===== config.mk =====
export PLATFORM = sky130hd
export DESIGN_NAME = otic_top
export DESIGN_NICKNAME = d
export VERILOG_FILES = /design/src/inc/otic_pkg.sv /design/src/inc/otic_ref_if.sv /design/src/rtl/otic_top.sv /design/src/rtl/otic_ref_sync.sv
export SDC_FILE = /design/constraint.sdc
export NUM_CORES = 1
export LEC_CHECK = 0
export BUFFER_PORTS_ARGS = -buffer_cell sky130_fd_sc_hd__buf_2
export CORE_ASPECT_RATIO = 0.9
export CORE_MARGIN = 2
export CORE_UTILIZATION = 53
export CTS_CLUSTER_SIZE = 16
export DETAILED_ROUTE_END_ITERATION = 7
export PLACE_DENSITY_LB_ADDON = 0.08
export SLEW_MARGIN = 20
export SYNTH_ARGS = -nofsm -noshare
export SYNTH_HDL_FRONTEND = slang
export SYNTH_SLANG_ARGS = --single-unit

===== constraint.sdc =====
create_clock -name clock -period 3.05 [get_ports clock]
set_input_delay 0.61 -clock clock [delete_from_list [all_inputs] [get_ports clock]]
set_output_delay 0.61 -clock clock [all_outputs]
set_load 0.01 [all_outputs]

===== src/inc/otic_pkg.sv =====
// Package: register map, field positions and reset values of the trim timer
package otic_pkg;

  // ----------------------------------------------------------------------
  // Widths and types
  // ----------------------------------------------------------------------
  typedef logic [3:0] otic_addr_t;
  typedef logic [15:0] otic_word_t;
  typedef logic [7:0] otic_byte_t;

  // Counter clock selection codes; 1xx selects an absent event input
  typedef enum logic [2:0] {
    OTIC_CKS_DIV1 = 3'b000,
    OTIC_CKS_DIV2 = 3'b001,
    OTIC_CKS_DIV4 = 3'b010,
    OTIC_CKS_DIV8 = 3'b011
  } otic_cks_e;

  // ----------------------------------------------------------------------
  // Register offsets (word index on the plain register port)
  // ----------------------------------------------------------------------
  localparam otic_addr_t OFS_MODE = 4'h0;
  localparam otic_addr_t OFS_CLKCTL = 4'h1;
  localparam otic_addr_t OFS_IRQEN = 4'h2;
  localparam otic_addr_t OFS_FLAGS = 4'h3;
  localparam otic_addr_t OFS_IOA = 4'h4;
  localparam otic_addr_t OFS_IOC = 4'h5;
  localparam otic_addr_t OFS_COUNT = 4'h6;
  localparam otic_addr_t OFS_PRIMARY = 4'h7;
  localparam otic_addr_t OFS_BUFFER = 4'h8;
  localparam otic_addr_t OFS_CKSTAT = 4'h9;
  localparam otic_addr_t OFS_PROTECT = 4'ha;
  localparam otic_addr_t OFS_TRIM = 4'hb;
  localparam otic_addr_t OFS_DELTA = 4'hc;

  // ----------------------------------------------------------------------
  // Field positions
  // ----------------------------------------------------------------------
  localparam int MODE_RUN_BIT = 7;
  localparam int MODE_BUF_BIT = 4;
  localparam int CLK_CLR_BIT = 7;
  localparam int CLK_SEL_HI = 6;
  localparam int CLK_SEL_LO = 4;
  localparam int IRQ_CAP_A_BIT = 0;
  localparam int FLAG_WRAP_BIT = 7;
  localparam int FLAG_CAP_A_BIT = 0;
  localparam int IO_CAPTURE_BIT = 2;
  localparam int CKSTAT_SEL_HI = 7;
  localparam int CKSTAT_SEL_LO = 6;
  localparam logic [1:0] CKSTAT_CLKOUT = 2'h2;
  localparam int PROT_WRI_BIT = 7;
  localparam int PROT_PRWE_BIT = 6;
  localparam int PROT_LOCK_BIT = 5;
  localparam int PROT_TRWE_BIT = 4;
  localparam otic_byte_t PROT_KEEP_MASK = 8'h30;
  localparam otic_byte_t CKSTAT_KEEP_MASK = 8'hc0;
  localparam int TRIM_SIGN_BIT = 7;

  // ----------------------------------------------------------------------
  // Reset values and limits
  // ----------------------------------------------------------------------
  localparam otic_word_t COUNT_RST = 16'h0000;
  localparam otic_word_t COUNT_MAX = 16'hffff;
  localparam otic_word_t CAPTURE_RST = 16'h0000;
  localparam otic_byte_t CTL_RST = 8'h00;
  localparam otic_byte_t TRIM_RST = 8'h00;
  localparam logic [2:0] PRESCALE_RST = 3'h0;

endpackage


===== src/inc/otic_ref_if.sv =====
// Interface: synchronised reference input and its rising-edge pulse
`timescale 1ns/1ps
`default_nettype none
interface otic_ref_if;
  logic level;
  logic rise;
  modport src
  (
    output level,
    output rise
  );
  modport dst
  (
    input level,
    input rise
  );
endinterface
`default_nettype wire


===== src/rtl/otic_top.sv =====
// Input-capture timer and protected oscillator trim registers
`timescale 1ns/1ps
`default_nettype none
module otic_top
(
  input wire logic clock,
  input wire logic rst,
  input wire otic_pkg::otic_addr_t reg_addr,
  input wire otic_pkg::otic_word_t reg_wdata,
  input wire logic reg_wr,
  input wire logic reg_rd,
  output otic_pkg::otic_word_t reg_rdata,
  input wire logic reference_capture_pin,
  output logic capture_irq,
  output logic clock_observe_pin,
  output logic clock_observe_oe,
  output otic_pkg::otic_byte_t osc_trim_value,
  output logic osc_trim_slower,
  output logic [6:0] osc_trim_step
);
  import otic_pkg::*;

  // --------------------------------------------------------------------
  // Register decode
  // --------------------------------------------------------------------
  function automatic logic hit(input otic_addr_t a, input otic_addr_t ofs,
                               input logic stb);
    return stb && (a == ofs);
  endfunction

  otic_byte_t mode_q;
  otic_byte_t clkctl_q;
  otic_byte_t irqen_q;
  otic_byte_t ioa_q;
  otic_byte_t ioc_q;
  otic_byte_t ckstat_q;
  otic_byte_t prot_q;
  otic_byte_t trim_q;
  otic_word_t count_q;
  otic_word_t prim_q;
  otic_word_t buf_q;
  otic_word_t rdata_q;
  otic_word_t rd_val;
  logic [2:0] pre_q;
  logic [1:0] flag_q;
  logic [1:0] armed_q;
  logic [1:0] event_d;
  logic run;
  logic buf_en;
  logic cap_mode;
  logic tick;
  logic count_adv;
  logic cmp_a;
  logic cap_a;
  logic clr_on_cmp;
  logic wrap_ev;

  otic_ref_if ref_if ();

  // Reference pin synchroniser
  otic_ref_sync u_ref_sync
  (
    .clock(clock),
    .rst(rst),
    .ref_pin(reference_capture_pin),
    .ref_o(ref_if)
  );

  // --------------------------------------------------------------------
  // Control byte registers
  // --------------------------------------------------------------------
  always_ff @(posedge clock)
  begin
    if (rst)
    begin
      mode_q <= CTL_RST;
      clkctl_q <= CTL_RST;
      irqen_q <= CTL_RST;
      ioa_q <= CTL_RST;
      ioc_q <= CTL_RST;
      ckstat_q <= CTL_RST;
    end
    else
    begin
      if (hit(reg_addr, OFS_MODE, reg_wr))
        mode_q <= reg_wdata[7:0];
      if (hit(reg_addr, OFS_CLKCTL, reg_wr))
        clkctl_q <= reg_wdata[7:0];
      if (hit(reg_addr, OFS_IRQEN, reg_wr))
        irqen_q <= reg_wdata[7:0];
      if (hit(reg_addr, OFS_IOA, reg_wr))
        ioa_q <= reg_wdata[7:0];
      if (hit(reg_addr, OFS_IOC, reg_wr))
        ioc_q <= reg_wdata[7:0];
      if (hit(reg_addr, OFS_CKSTAT, reg_wr))
        ckstat_q <= reg_wdata[7:0] & CKSTAT_KEEP_MASK;
    end
  end

  assign run = mode_q[MODE_RUN_BIT];
  assign buf_en = mode_q[MODE_BUF_BIT];
  assign cap_mode = ioa_q[IO_CAPTURE_BIT];
  assign clr_on_cmp = clkctl_q[CLK_CLR_BIT];

  // --------------------------------------------------------------------
  // Prescaler and count tick selection
  // --------------------------------------------------------------------
  always_ff @(posedge clock)
  begin
    if (rst)
      pre_q <= PRESCALE_RST;
    else
      pre_q <= pre_q + 3'h1;
  end

  // Event-input codes never tick: no event pin on this block
  always_comb
  begin
    unique case (clkctl_q[CLK_SEL_HI:CLK_SEL_LO])
      OTIC_CKS_DIV1: tick = 1'b1;
      OTIC_CKS_DIV2: tick = pre_q[0];
      OTIC_CKS_DIV4: tick = &pre_q[1:0];
      OTIC_CKS_DIV8: tick = &pre_q;
      default: tick = 1'b0;
    endcase
  end

  assign count_adv = run && tick;
  assign cmp_a = !cap_mode && count_adv && (count_q == prim_q);
  assign cap_a = cap_mode && ref_if.rise;
  assign wrap_ev = count_adv && !(cmp_a && clr_on_cmp)
                   && (count_q == COUNT_MAX);

  // --------------------------------------------------------------------
  // Counter; a software write wins over counting
  // --------------------------------------------------------------------
  always_ff @(posedge clock)
  begin
    if (rst)
      count_q <= COUNT_RST;
    else if (hit(reg_addr, OFS_COUNT, reg_wr))
      count_q <= reg_wdata;
    else if (cmp_a && clr_on_cmp)
      count_q <= COUNT_RST;
    else if (count_adv)
      count_q <= count_q + 16'h0001;
  end

  // --------------------------------------------------------------------
  // Primary and buffer registers; capture wins over a write
  // --------------------------------------------------------------------
  always_ff @(posedge clock)
  begin
    if (rst)
      prim_q <= CAPTURE_RST;
    else if (cap_a)
      prim_q <= count_q;
    else if (hit(reg_addr, OFS_PRIMARY, reg_wr))
      prim_q <= reg_wdata;
  end

  always_ff @(posedge clock)
  begin
    if (rst)
      buf_q <= CAPTURE_RST;
    else if (cap_a && buf_en)
      buf_q <= prim_q;
    else if (hit(reg_addr, OFS_BUFFER, reg_wr))
      buf_q <= reg_wdata;
  end

  // --------------------------------------------------------------------
  // Sticky flags: read as one arms, write zero clears, set wins
  // --------------------------------------------------------------------
  assign event_d[0] = cap_a || cmp_a;
  assign event_d[1] = wrap_ev;

  for (genvar i = 0; i < 2; i++)
  begin : g_flag
    localparam int POS = (i == 0) ? FLAG_CAP_A_BIT : FLAG_WRAP_BIT;
    always_ff @(posedge clock)
    begin
      if (rst)
        armed_q[i] <= 1'b0;
      else if (hit(reg_addr, OFS_FLAGS, reg_rd) && flag_q[i])
        armed_q[i] <= 1'b1;
      else if (hit(reg_addr, OFS_FLAGS, reg_wr))
        armed_q[i] <= 1'b0;
    end
    always_ff @(posedge clock)
    begin
      if (rst)
        flag_q[i] <= 1'b0;
      else if (event_d[i])
        flag_q[i] <= 1'b1;
      else if (hit(reg_addr, OFS_FLAGS, reg_wr) && !reg_wdata[POS]
               && armed_q[i])
        flag_q[i] <= 1'b0;
    end
  end

  // Interrupt request from flag and enable
  assign capture_irq = flag_q[0] && irqen_q[IRQ_CAP_A_BIT];

  // --------------------------------------------------------------------
  // Protect and trim registers
  // --------------------------------------------------------------------
  always_ff @(posedge clock)
  begin
    if (rst)
      prot_q <= CTL_RST;
    else if (hit(reg_addr, OFS_PROTECT, reg_wr) && !prot_q[PROT_LOCK_BIT]
             && !reg_wdata[PROT_WRI_BIT] && reg_wdata[PROT_PRWE_BIT])
      prot_q <= reg_wdata[7:0] & PROT_KEEP_MASK;
  end

  always_ff @(posedge clock)
  begin
    if (rst)
      trim_q <= TRIM_RST;
    else if (hit(reg_addr, OFS_TRIM, reg_wr) && prot_q[PROT_TRWE_BIT]
             && !prot_q[PROT_LOCK_BIT])
      trim_q <= reg_wdata[7:0];
  end

  // Trim drives the oscillator: sign picks direction, rest the step
  assign osc_trim_value = trim_q;
  assign osc_trim_slower = trim_q[TRIM_SIGN_BIT];
  assign osc_trim_step = trim_q[6:0];

  // --------------------------------------------------------------------
  // Clock observation pin
  // --------------------------------------------------------------------
  assign clock_observe_oe = ckstat_q[CKSTAT_SEL_HI:CKSTAT_SEL_LO]
                            == CKSTAT_CLKOUT;
  assign clock_observe_pin = clock_observe_oe && clock;

  // --------------------------------------------------------------------
  // Read path; data stand only in the cycle after the strobe
  // --------------------------------------------------------------------
  always_comb
  begin
    rd_val = 16'h0000;
    unique case (reg_addr)
      OFS_MODE: rd_val = {8'h00, mode_q};
      OFS_CLKCTL: rd_val = {8'h00, clkctl_q};
      OFS_IRQEN: rd_val = {8'h00, irqen_q};
      OFS_FLAGS: rd_val = {8'h00, flag_q[1], 6'h00, flag_q[0]};
      OFS_IOA: rd_val = {8'h00, ioa_q};
      OFS_IOC: rd_val = {8'h00, ioc_q};
      OFS_COUNT: rd_val = count_q;
      OFS_PRIMARY: rd_val = prim_q;
      OFS_BUFFER: rd_val = buf_q;
      OFS_CKSTAT: rd_val = {8'h00, ckstat_q};
      OFS_PROTECT: rd_val = {8'h00, prot_q};
      OFS_TRIM: rd_val = {8'h00, trim_q};
      OFS_DELTA: rd_val = prim_q - buf_q;
      default: rd_val = 16'h0000;
    endcase
  end

  always_ff @(posedge clock)
  begin
    if (rst)
      rdata_q <= 16'h0000;
    else if (reg_rd)
      rdata_q <= rd_val;
    else
      rdata_q <= 16'h0000;
  end

  assign reg_rdata = rdata_q;
endmodule
`default_nettype wire


===== src/rtl/otic_ref_sync.sv =====
// Reference pin synchroniser and rising-edge detector
`timescale 1ns/1ps
`default_nettype none
module otic_ref_sync
(
  input wire logic clock,
  input wire logic rst,
  input wire logic ref_pin,
  otic_ref_if.src ref_o
);
  import otic_pkg::*;

  logic meta_q;
  logic sync_q;
  logic last_q;

  // --------------------------------------------------------------------
  // Two-stage synchroniser plus one delay stage
  // --------------------------------------------------------------------
  always_ff @(posedge clock)
  begin
    if (rst)
    begin
      meta_q <= 1'b0;
      sync_q <= 1'b0;
      last_q <= 1'b0;
    end
    else
    begin
      meta_q <= ref_pin;
      sync_q <= meta_q;
      last_q <= sync_q;
    end
  end

  // Edge taken only from synchronised copies
  assign ref_o.level = sync_q;
  assign ref_o.rise = sync_q && !last_q;
endmodule
`default_nettype wire


==> parameters.txt, run 1 <==
Parameter                              Value

Critical path
  Crit path required time    2.44 ns
  Critical Path End Type    primary output
  Worst-path maximum fanout    2
  Critical path start-end classification    clock port to primary output
  Critical Path Source Type    clock port
  Arrival @ worst endpoint    2.02 ns

Yosys
  Combinational family with the most area after synthesis    simple AND/OR/NAND/NOR gates
  Post-synthesis adder-cell area fraction    0.0374
  Flop and latch count out of synthesis    126
  Post-synth EDFFs    0
  Yosys Warn Count    0
  Fraction of registers with async set or reset after synthesis    0
  Most common flop cell mapped by yosys    sky130_fd_sc_hd__dfxtp_1
  Complex-gate fraction of the synthesized area    0.190
  Post-synthesis average cell area    8.12 sq um
  Post-synthesis share of cell area spent on xor and xnor gates    0.0495
  Synth unique cells    60
  Net Count, Synth    894
  Combined area of all synthesized cells    6890 sq um
  Simple-gate share of the synthesized area    0.209
  Multiplexer share of the synthesized area    0.0857
  Post-synthesis instance total    849
  Portion of the post-synthesis area used by sequential elements    0.366

Clocking
  Number of buffers added to fix hold violations after cts    0
  Gates resized, CTS repair    0
  CTS tree    done
  Clock latency on the worst-skew pair    0.54 ns
  Post-CTS clock slew at the launch and capture registers of the worst setup and hold paths    0.06 ns
  Post-CTS repair timing setup buffer count    0

Global routing
  Vias in the first global route    6,212
  Global-route wire length before repair    35,300 um
  Number of antenna violations at the first check in global routing    0
  Largest net degree at the start of global routing    101
  Leftover overflow at the end of global routing    0
  Global Route Usage Sum    0.328

Layout
  Design area    8090 sq um
  Final nets    941
  Area growth from synthesis to final layout    17.3%
  Final design utilization    0.637
  Area taken by flip-flops and latches    2520 sq um
  Area used by multi-input combinational logic    3940 sq um
  # diodes    0
  Fraction of final layout cells sized beyond drive strength 1    0.162
  Number of filler instances in the final layout    1,139

Floorplan
  Area inside the core boundary    12,700 sq um
  FP Rows    39
  Vertical die dimension    112 um
  Effective utilization at floorplan    0.543
  I/O Pins    60
  Horizontal die dimension    124 um
  Area enclosed by the die boundary    13,900 sq um

Timing
  Total count of hold-check failures in the final report    0
  Setup TNS after final layout    0 ns
  Slew at the pin closest to its max-slew limit    1.06 ns
  Final setup violating endpoints    0
  RSZ-0062 raised after global routing    no
  Fin worst setup slack    0.424 ns
  Final setup skew    0.0124 ns
  Normalized max-slew margin    0.291
  Count of pins over their slew limit    0

Pwr
  Cell Pwr Density    551 nW/um^2
  Static Leak    3.21 nW
  Final total power    4.46 mW
  Peak supply drop    375 uV

Placed design
  Port buffer count    59
  Placed Instance Area    7380 sq um
  Post-Place Worst Slack    0.255 ns
  Gpl congestion    0.991
  HPWL after detailed placement    15,900 um

Detailed routing
  Total Wirelength    22,400 um
  Number of remaining DRC errors    0
  Count of vias placed by the detailed router    6,692
  Mean number of vias per cell    6.24
  Number of detailed-route iterations in the first pass    6
  Drt first-iter violations    873
  Routed length per instance    20.9 um
  Remaining number of nets flagged by the antenna check after routing    0

Min path
  Class of the most critical hold timing path    input pin to register

Flow run
  Max cap viols    0

Outcome
  Result of the run    completed
-- synthesized netlist by cell type, types with 4 or more instances --
master | n | area, sq um
sky130_fd_sc_hd__xnor2_1 | 29 | 254
sky130_fd_sc_hd__a21oi_1 | 39 | 195
sky130_fd_sc_hd__nor2b_1 | 14 | 87.6
sky130_fd_sc_hd__nand2b_1 | 9 | 56.3
sky130_fd_sc_hd__buf_2 | 16 | 80.1
sky130_fd_sc_hd__nor3_1 | 9 | 45.0
sky130_fd_sc_hd__a222oi_1 | 7 | 70.1
sky130_fd_sc_hd__a22oi_1 | 15 | 113
sky130_fd_sc_hd__a32oi_1 | 8 | 70.1
sky130_fd_sc_hd__and2_1 | 6 | 37.5
sky130_fd_sc_hd__nand2_1 | 99 | 372
sky130_fd_sc_hd__a311oi_1 | 32 | 280
sky130_fd_sc_hd__o21ai_0 | 24 | 120
sky130_fd_sc_hd__ha_1 | 19 | 238
sky130_fd_sc_hd__nor2_1 | 109 | 409
sky130_fd_sc_hd__a31oi_1 | 5 | 31.3
sky130_fd_sc_hd__dfxtp_1 | 126 | 2520
sky130_fd_sc_hd__inv_1 | 25 | 93.8
sky130_fd_sc_hd__clkbuf_1 | 46 | 173
sky130_fd_sc_hd__mux2i_1 | 50 | 500
sky130_fd_sc_hd__xor2_1 | 10 | 87.6
sky130_fd_sc_hd__buf_4 | 8 | 60.1
sky130_fd_sc_hd__o22ai_1 | 14 | 87.6
sky130_fd_sc_hd__a211oi_1 | 5 | 37.5
sky130_fd_sc_hd__mux2_2 | 6 | 67.6
sky130_fd_sc_hd__o21ai_1 | 8 | 40.0
sky130_fd_sc_hd__buf_1 | 4 | 15.0
sky130_fd_sc_hd__nand3_1 | 46 | 230
sky130_fd_sc_hd__a21o_1 | 4 | 30.0
sky130_fd_sc_hd__nand4_1 | 12 | 75.1
sky130_fd_sc_hd__and3_1 | 6 | 37.5
-- cells by family (layout without fill, tap and decap cells) --
kind of cell	after synthesis	after routing
and+or+nand+nor	321	321
AOI/OAI and AO/OA	185	185
DFF	126	126
buffers and inverters	101	160
muxes	57	57
xor gates and xnor gates	39	39
adders and majority gates	20	20
-- critical path, cell delays in order --
cell	delay, ns
sky130_fd_sc_hd__clkbuf_16	0.12
sky130_fd_sc_hd__clkbuf_16	0.12
sky130_fd_sc_hd__and2_1	0.12
sky130_fd_sc_hd__buf_2	0.13
-- where the power goes --
group	internal, mW	leakage, nW	switching, mW
sequential	1.68	1.02	0.0275
combinational	0.155	1.84	0.267
clock	1.55	0.350	0.778
-- per-stage QoR --
step,instances,hold WS [ns]
6_report,1072,0.290
3_5_place_dp,1038,0.435
2_1_floorplan,849,0.414
3_3_place_gp,1038,0.429
5_1_grt,1072,0.298
4_1_cts,1072,0.293
-- area by class of cell --
type                    instances  share of cell area
multi-input cells             622               0.488
flip-flops and latches        126               0.312
repair buffers                 99              0.0755
inverters                      26              0.0121
clock buffers                  26              0.0710
well taps                     164              0.0254
clock inverters                 9              0.0164
-- worst paths after layout --
check | start | end | slack [ns] | cells after the start
hold / removal | reference_capture_pin | u_ref_sync.meta_q$_SDFF_PP0_ | 0.29 | 2
setup / recovery | clock | clock_observe_pin | 0.42 | 4
setup reg to reg | prim_q[0]$_SDFFE_PP0P_ | reg_rdata[14]$_SDFF_PP0_ | 0.46 | 9
hold reg to reg | pre_q[0]$_SDFF_PP0_ | pre_q[0]$_SDFF_PP0_ | 0.44 | 1
-- per-layer routing --
layer	up-vias	share of wire	track usage	routed length (um)
met3	49	0.10	0.0715	2240
met5	-	0	0	0
li1	3112	-	-	-
met4	0	0.029	0.127	639
met1	3162	0.45	0.477	10100
met2	369	0.42	0.478	9450
-- flip-flops by register name (all words and copies together), names as in the netlist, 2 cells and up --
register        count
buf_q              16
ioa_q               8
mode_q              8
armed_q             2
pre_q               3
irqen_q             8
osc_trim_value      8
ckstat_q            2
clkctl_q            8
prim_q             16
ioc_q               8
count_q            16
reg_rdata          16
flag_q              2
prot_q              2
-- cell usage in the layout, fill, tap and decap left out, types with 6 or more instances in the layout --
| cell type | count |
|---|---|
| sky130_fd_sc_hd__a21oi_1 | 39 |
| sky130_fd_sc_hd__mux2i_1 | 50 |
| sky130_fd_sc_hd__ha_1 | 19 |
| sky130_fd_sc_hd__xor2_1 | 10 |
| sky130_fd_sc_hd__o22ai_1 | 14 |
| sky130_fd_sc_hd__inv_1 | 25 |
| sky130_fd_sc_hd__buf_2 | 59 |
| sky130_fd_sc_hd__nand2b_1 | 9 |
| sky130_fd_sc_hd__nor2b_1 | 14 |
| sky130_fd_sc_hd__nand2_1 | 99 |
| sky130_fd_sc_hd__xnor2_1 | 29 |
| sky130_fd_sc_hd__and2_1 | 6 |
| sky130_fd_sc_hd__nand3_1 | 46 |
| sky130_fd_sc_hd__mux2_2 | 6 |
| sky130_fd_sc_hd__o21ai_1 | 9 |
| sky130_fd_sc_hd__clkbuf_16 | 20 |
| sky130_fd_sc_hd__and3_1 | 6 |
| sky130_fd_sc_hd__o21ai_0 | 23 |
| sky130_fd_sc_hd__nor2_1 | 109 |
| sky130_fd_sc_hd__buf_4 | 40 |
| sky130_fd_sc_hd__nand4_1 | 12 |
| sky130_fd_sc_hd__dfxtp_1 | 126 |
| sky130_fd_sc_hd__a222oi_1 | 7 |
| sky130_fd_sc_hd__a22oi_1 | 15 |
| sky130_fd_sc_hd__nor3_1 | 9 |
| sky130_fd_sc_hd__a32oi_1 | 8 |
| sky130_fd_sc_hd__a311oi_1 | 32 |
Note: power is estimated with default switching activity, not from simulation.
==> run 2, diff against run 1 <==
--- a/config.mk
+++ b/config.mk
@@ -9,7 +9,7 @@
 export CORE_ASPECT_RATIO = 0.9
 export CORE_MARGIN = 2
 export CORE_UTILIZATION = 53
-export CTS_CLUSTER_SIZE = 16
+export CTS_BUF_LIST = sky130_fd_sc_hd__clkbuf_16
 export DETAILED_ROUTE_END_ITERATION = 7
 export PLACE_DENSITY_LB_ADDON = 0.08
 export SLEW_MARGIN = 20
==> run 2 against run 1 <==
Effect of this change:
- the run now ends with DRC left
- global-route usage fell by 0.23 points
- first-iteration DRC count is 4.1% higher
- die area stayed put
- total power is 2.9% lower
- wire length is 0.50% lower
- final cell count did not move
==> parameters.txt, run 2 (synthesis results as in run 1) <==
Parameter                              Value

Floorplan
  Vertical die dimension    112 um (unchanged)
  Area enclosed by the die boundary    13,900 sq um (unchanged)
  I/O Pins    60 (unchanged)
  Effective utilization at floorplan    0.543 (unchanged)
  Area inside the core boundary    12,700 sq um (unchanged)
  FP Rows    39 (unchanged)
  Horizontal die dimension    124 um (unchanged)

Critical path
  Critical path start-end classification    clock port to primary output
  Critical Path Source Type    clock port
  Critical Path End Type    primary output
  Critical Path, Cell by Cell    clkbuf_16, clkbuf_16, and2_1, buf_2
  Critical path's largest stage delay    0.13 ns (about the same)
  Buf+Inv Stages, Crit Path    3 (unchanged)
  Crit path required time    2.44 ns (about the same)
  Worst-path maximum fanout    2 (unchanged)
  Start of the worst register-to-register path    prim_q[0]$_SDFFE_PP0P_
  Cell seen most often among critical-path stages    sky130_fd_sc_hd__clkbuf_16
  Critical Path Slowest Stage Cell    sky130_fd_sc_hd__buf_2
  Arrival @ worst endpoint    2.02 ns (about the same)
  Critical path launch point    clock
  Top cell family by delay on the critical path    buffers and inverters

Detailed routing
  Drt first-iter violations    909 (+4.1%)
  Count of vias placed by the detailed router    6,688 (-0.060%)
  Number of remaining DRC errors    4 (+4)
  Detailed-routing wirelength on met1    9870 um (-1.8%)
  Number of detailed-route iterations in the first pass    8 (+2)
  Uppermost layer routed    met4
  Routed length on met2    9500 um (+0.52%)
  Total Wirelength    22,300 um (-0.50%)
  Mean number of vias per cell    6.24 (about the same)
  Remaining number of nets flagged by the antenna check after routing    0 (unchanged)
  Routed length per instance    20.8 um (-0.50%)
  Detailed-routed wire length on met3    2400 um (+7.0%)

Pwr
  Cell Pwr Density    539 nW/um^2 (-2.3%)
  Fraction of power consumed by the clock network    0.509 (-0.014)
  Static Leak    3.18 nW (-0.87%)
  Switching power of the nets    1.07 mW (-0.34%)
  Reg power frac    0.394 (+0.012)
  Gate power share    0.098 (+0.003)
  Switching share of total power    0.247 (+0.00637)
  Pint    3.26 mW (-3.7%)
  Peak supply drop    361 uV (-3.9%)

Clocking
  Post-CTS repair timing setup buffer count    0 (unchanged)
  Clock latency on the worst-skew pair    0.54 ns (about the same)
  Post-CTS clock slew at the launch and capture registers of the worst setup and hold paths    0.06 ns (about the same)
  CTS tree    done
  Gates resized, CTS repair    0 (unchanged)
  Number of buffers added to fix hold violations after cts    0 (unchanged)

Timing
  RSZ-0062 raised after global routing    no
  Final setup violating endpoints    0 (unchanged)
  Slew at the pin closest to its max-slew limit    1.05 ns (-0.0167 ns)
  Setup TNS after final layout    0 ns (unchanged)
  Highest Clock Rate    384 MHz
  Normalized max-slew margin    0.302 (+0.0111)
  Min Clock Period, post-route    2.63 ns
  Total count of hold-check failures in the final report    0 (unchanged)
  Final worst path period share    0.861
  Count of pins over their slew limit    0 (unchanged)
  Worst hold slack    0.290 ns (+0.000378 ns)
  Final setup skew    0.0113 ns (-0.00112 ns)

Layout
  Most common cell after layout, fill and taps aside    sky130_fd_sc_hd__dfxtp_1
  Design area    8040 sq um (-0.62%)
  Area growth from synthesis to final layout    16.6%
  Area taken by flip-flops and latches    2520 sq um (unchanged)
  Fraction of final layout cells sized beyond drive strength 1    0.156 (-0.00551)
  Area used by multi-input combinational logic    3940 sq um (unchanged)
  Number of filler instances in the final layout    1,142 (+0.26%)
  Commonest cells after routing, fill and taps aside    126 x sky130_fd_sc_hd__dfxtp_1, 109 x sky130_fd_sc_hd__nor2_1, 99 x sky130_fd_sc_hd__nand2_1
  Final nets    941 (unchanged)
  # diodes    0 (unchanged)

Global routing
  Global-route wire length before repair    35,100 um (-0.67%)
  Leftover overflow at the end of global routing    0 (unchanged)
  Largest net degree at the start of global routing    101 (unchanged)
  Vias in the first global route    6,150 (-1.0%)
  Global Route Usage Sum    0.326 (-0.00235)
  Number of antenna violations at the first check in global routing    0 (unchanged)

Placed design
  Gpl congestion    0.991 (unchanged)
  Placed Instance Area    7380 sq um (unchanged)
  HPWL after detailed placement    15,900 um (unchanged)
  Port buffer count    59 (unchanged)

Outcome
  Result of the run    complete, but fails checks
  Failing checks    DRC

Min path
  Class of the most critical hold timing path    input pin to register
  Beginning of the worst hold path    reference_capture_pin

Flow run
  Max cap viols    0 (unchanged)
-- run 2: cell count changes in the layout (fill, tap and decap cells not counted), sizes merged --
cell / previous run / this run
clkbuf: 25 / 20
clkinv: 5 / 10
-- run 2: per-stage QoR --
| stage | instances | utilization | worst slack, ns | total power [mW] |
|---|---|---|---|---|
| 6_report | 1072 | 0.633 | 0.424 | 4.33 |
| 4_1_cts | 1072 | 0.633 | 0.419 | 4.33 |
| 2_1_floorplan | 849 | - | 0.769 | 2.02 |
| 3_3_place_gp | 1038 | 0.582 | 0.189 | 2.14 |
| 3_5_place_dp | 1038 | 0.582 | 0.255 | 2.15 |
| 5_1_grt | 1072 | 0.633 | 0.323 | 4.46 |
-- run 2: power groups by stage --
stage	clock network (mW)	logic, mW	registers (mW)
after global placement	0.000761	0.402	1.74
after CTS	2.21	0.413	1.70
after floorplan	0.000543	0.288	1.73
final	2.20	0.422	1.70
after global routing	2.29	0.458	1.71
after detailed placement	0.000761	0.409	1.74
-- run 2: worst paths after layout --
kind / cells after the start / slack [ns] / to
worst max-delay path: 4 / 0.42 / clock_observe_pin
worst min-delay path: 2 / 0.29 / u_ref_sync.meta_q$_SDFF_PP0_
worst max register to register: 9 / 0.44 / reg_rdata[14]$_SDFF_PP0_
worst min register to register: 1 / 0.44 / u_ref_sync.ref_o.level$_SDFF_PP0_
-- run 2: area by class of cell --
type,instances,share of cell area
Timing Repair Buffer,99,0.0760
Clock inverter,14,0.0188
Tap cell,164,0.0255
Clock buffer,21,0.0629
Multi-Input combinational cell,622,0.491
Inverter,26,0.0121
Sequential cell,126,0.314
-- run 2: per-layer routing --
| metal | track usage | vias up |
|---|---|---|
| li1 | - | 3113 |
| met5 | 0 | - |
| met4 | 0.118 | 0 |
| met2 | 0.476 | 379 |
| met1 | 0.474 | 3162 |
| met3 | 0.0734 | 34 |
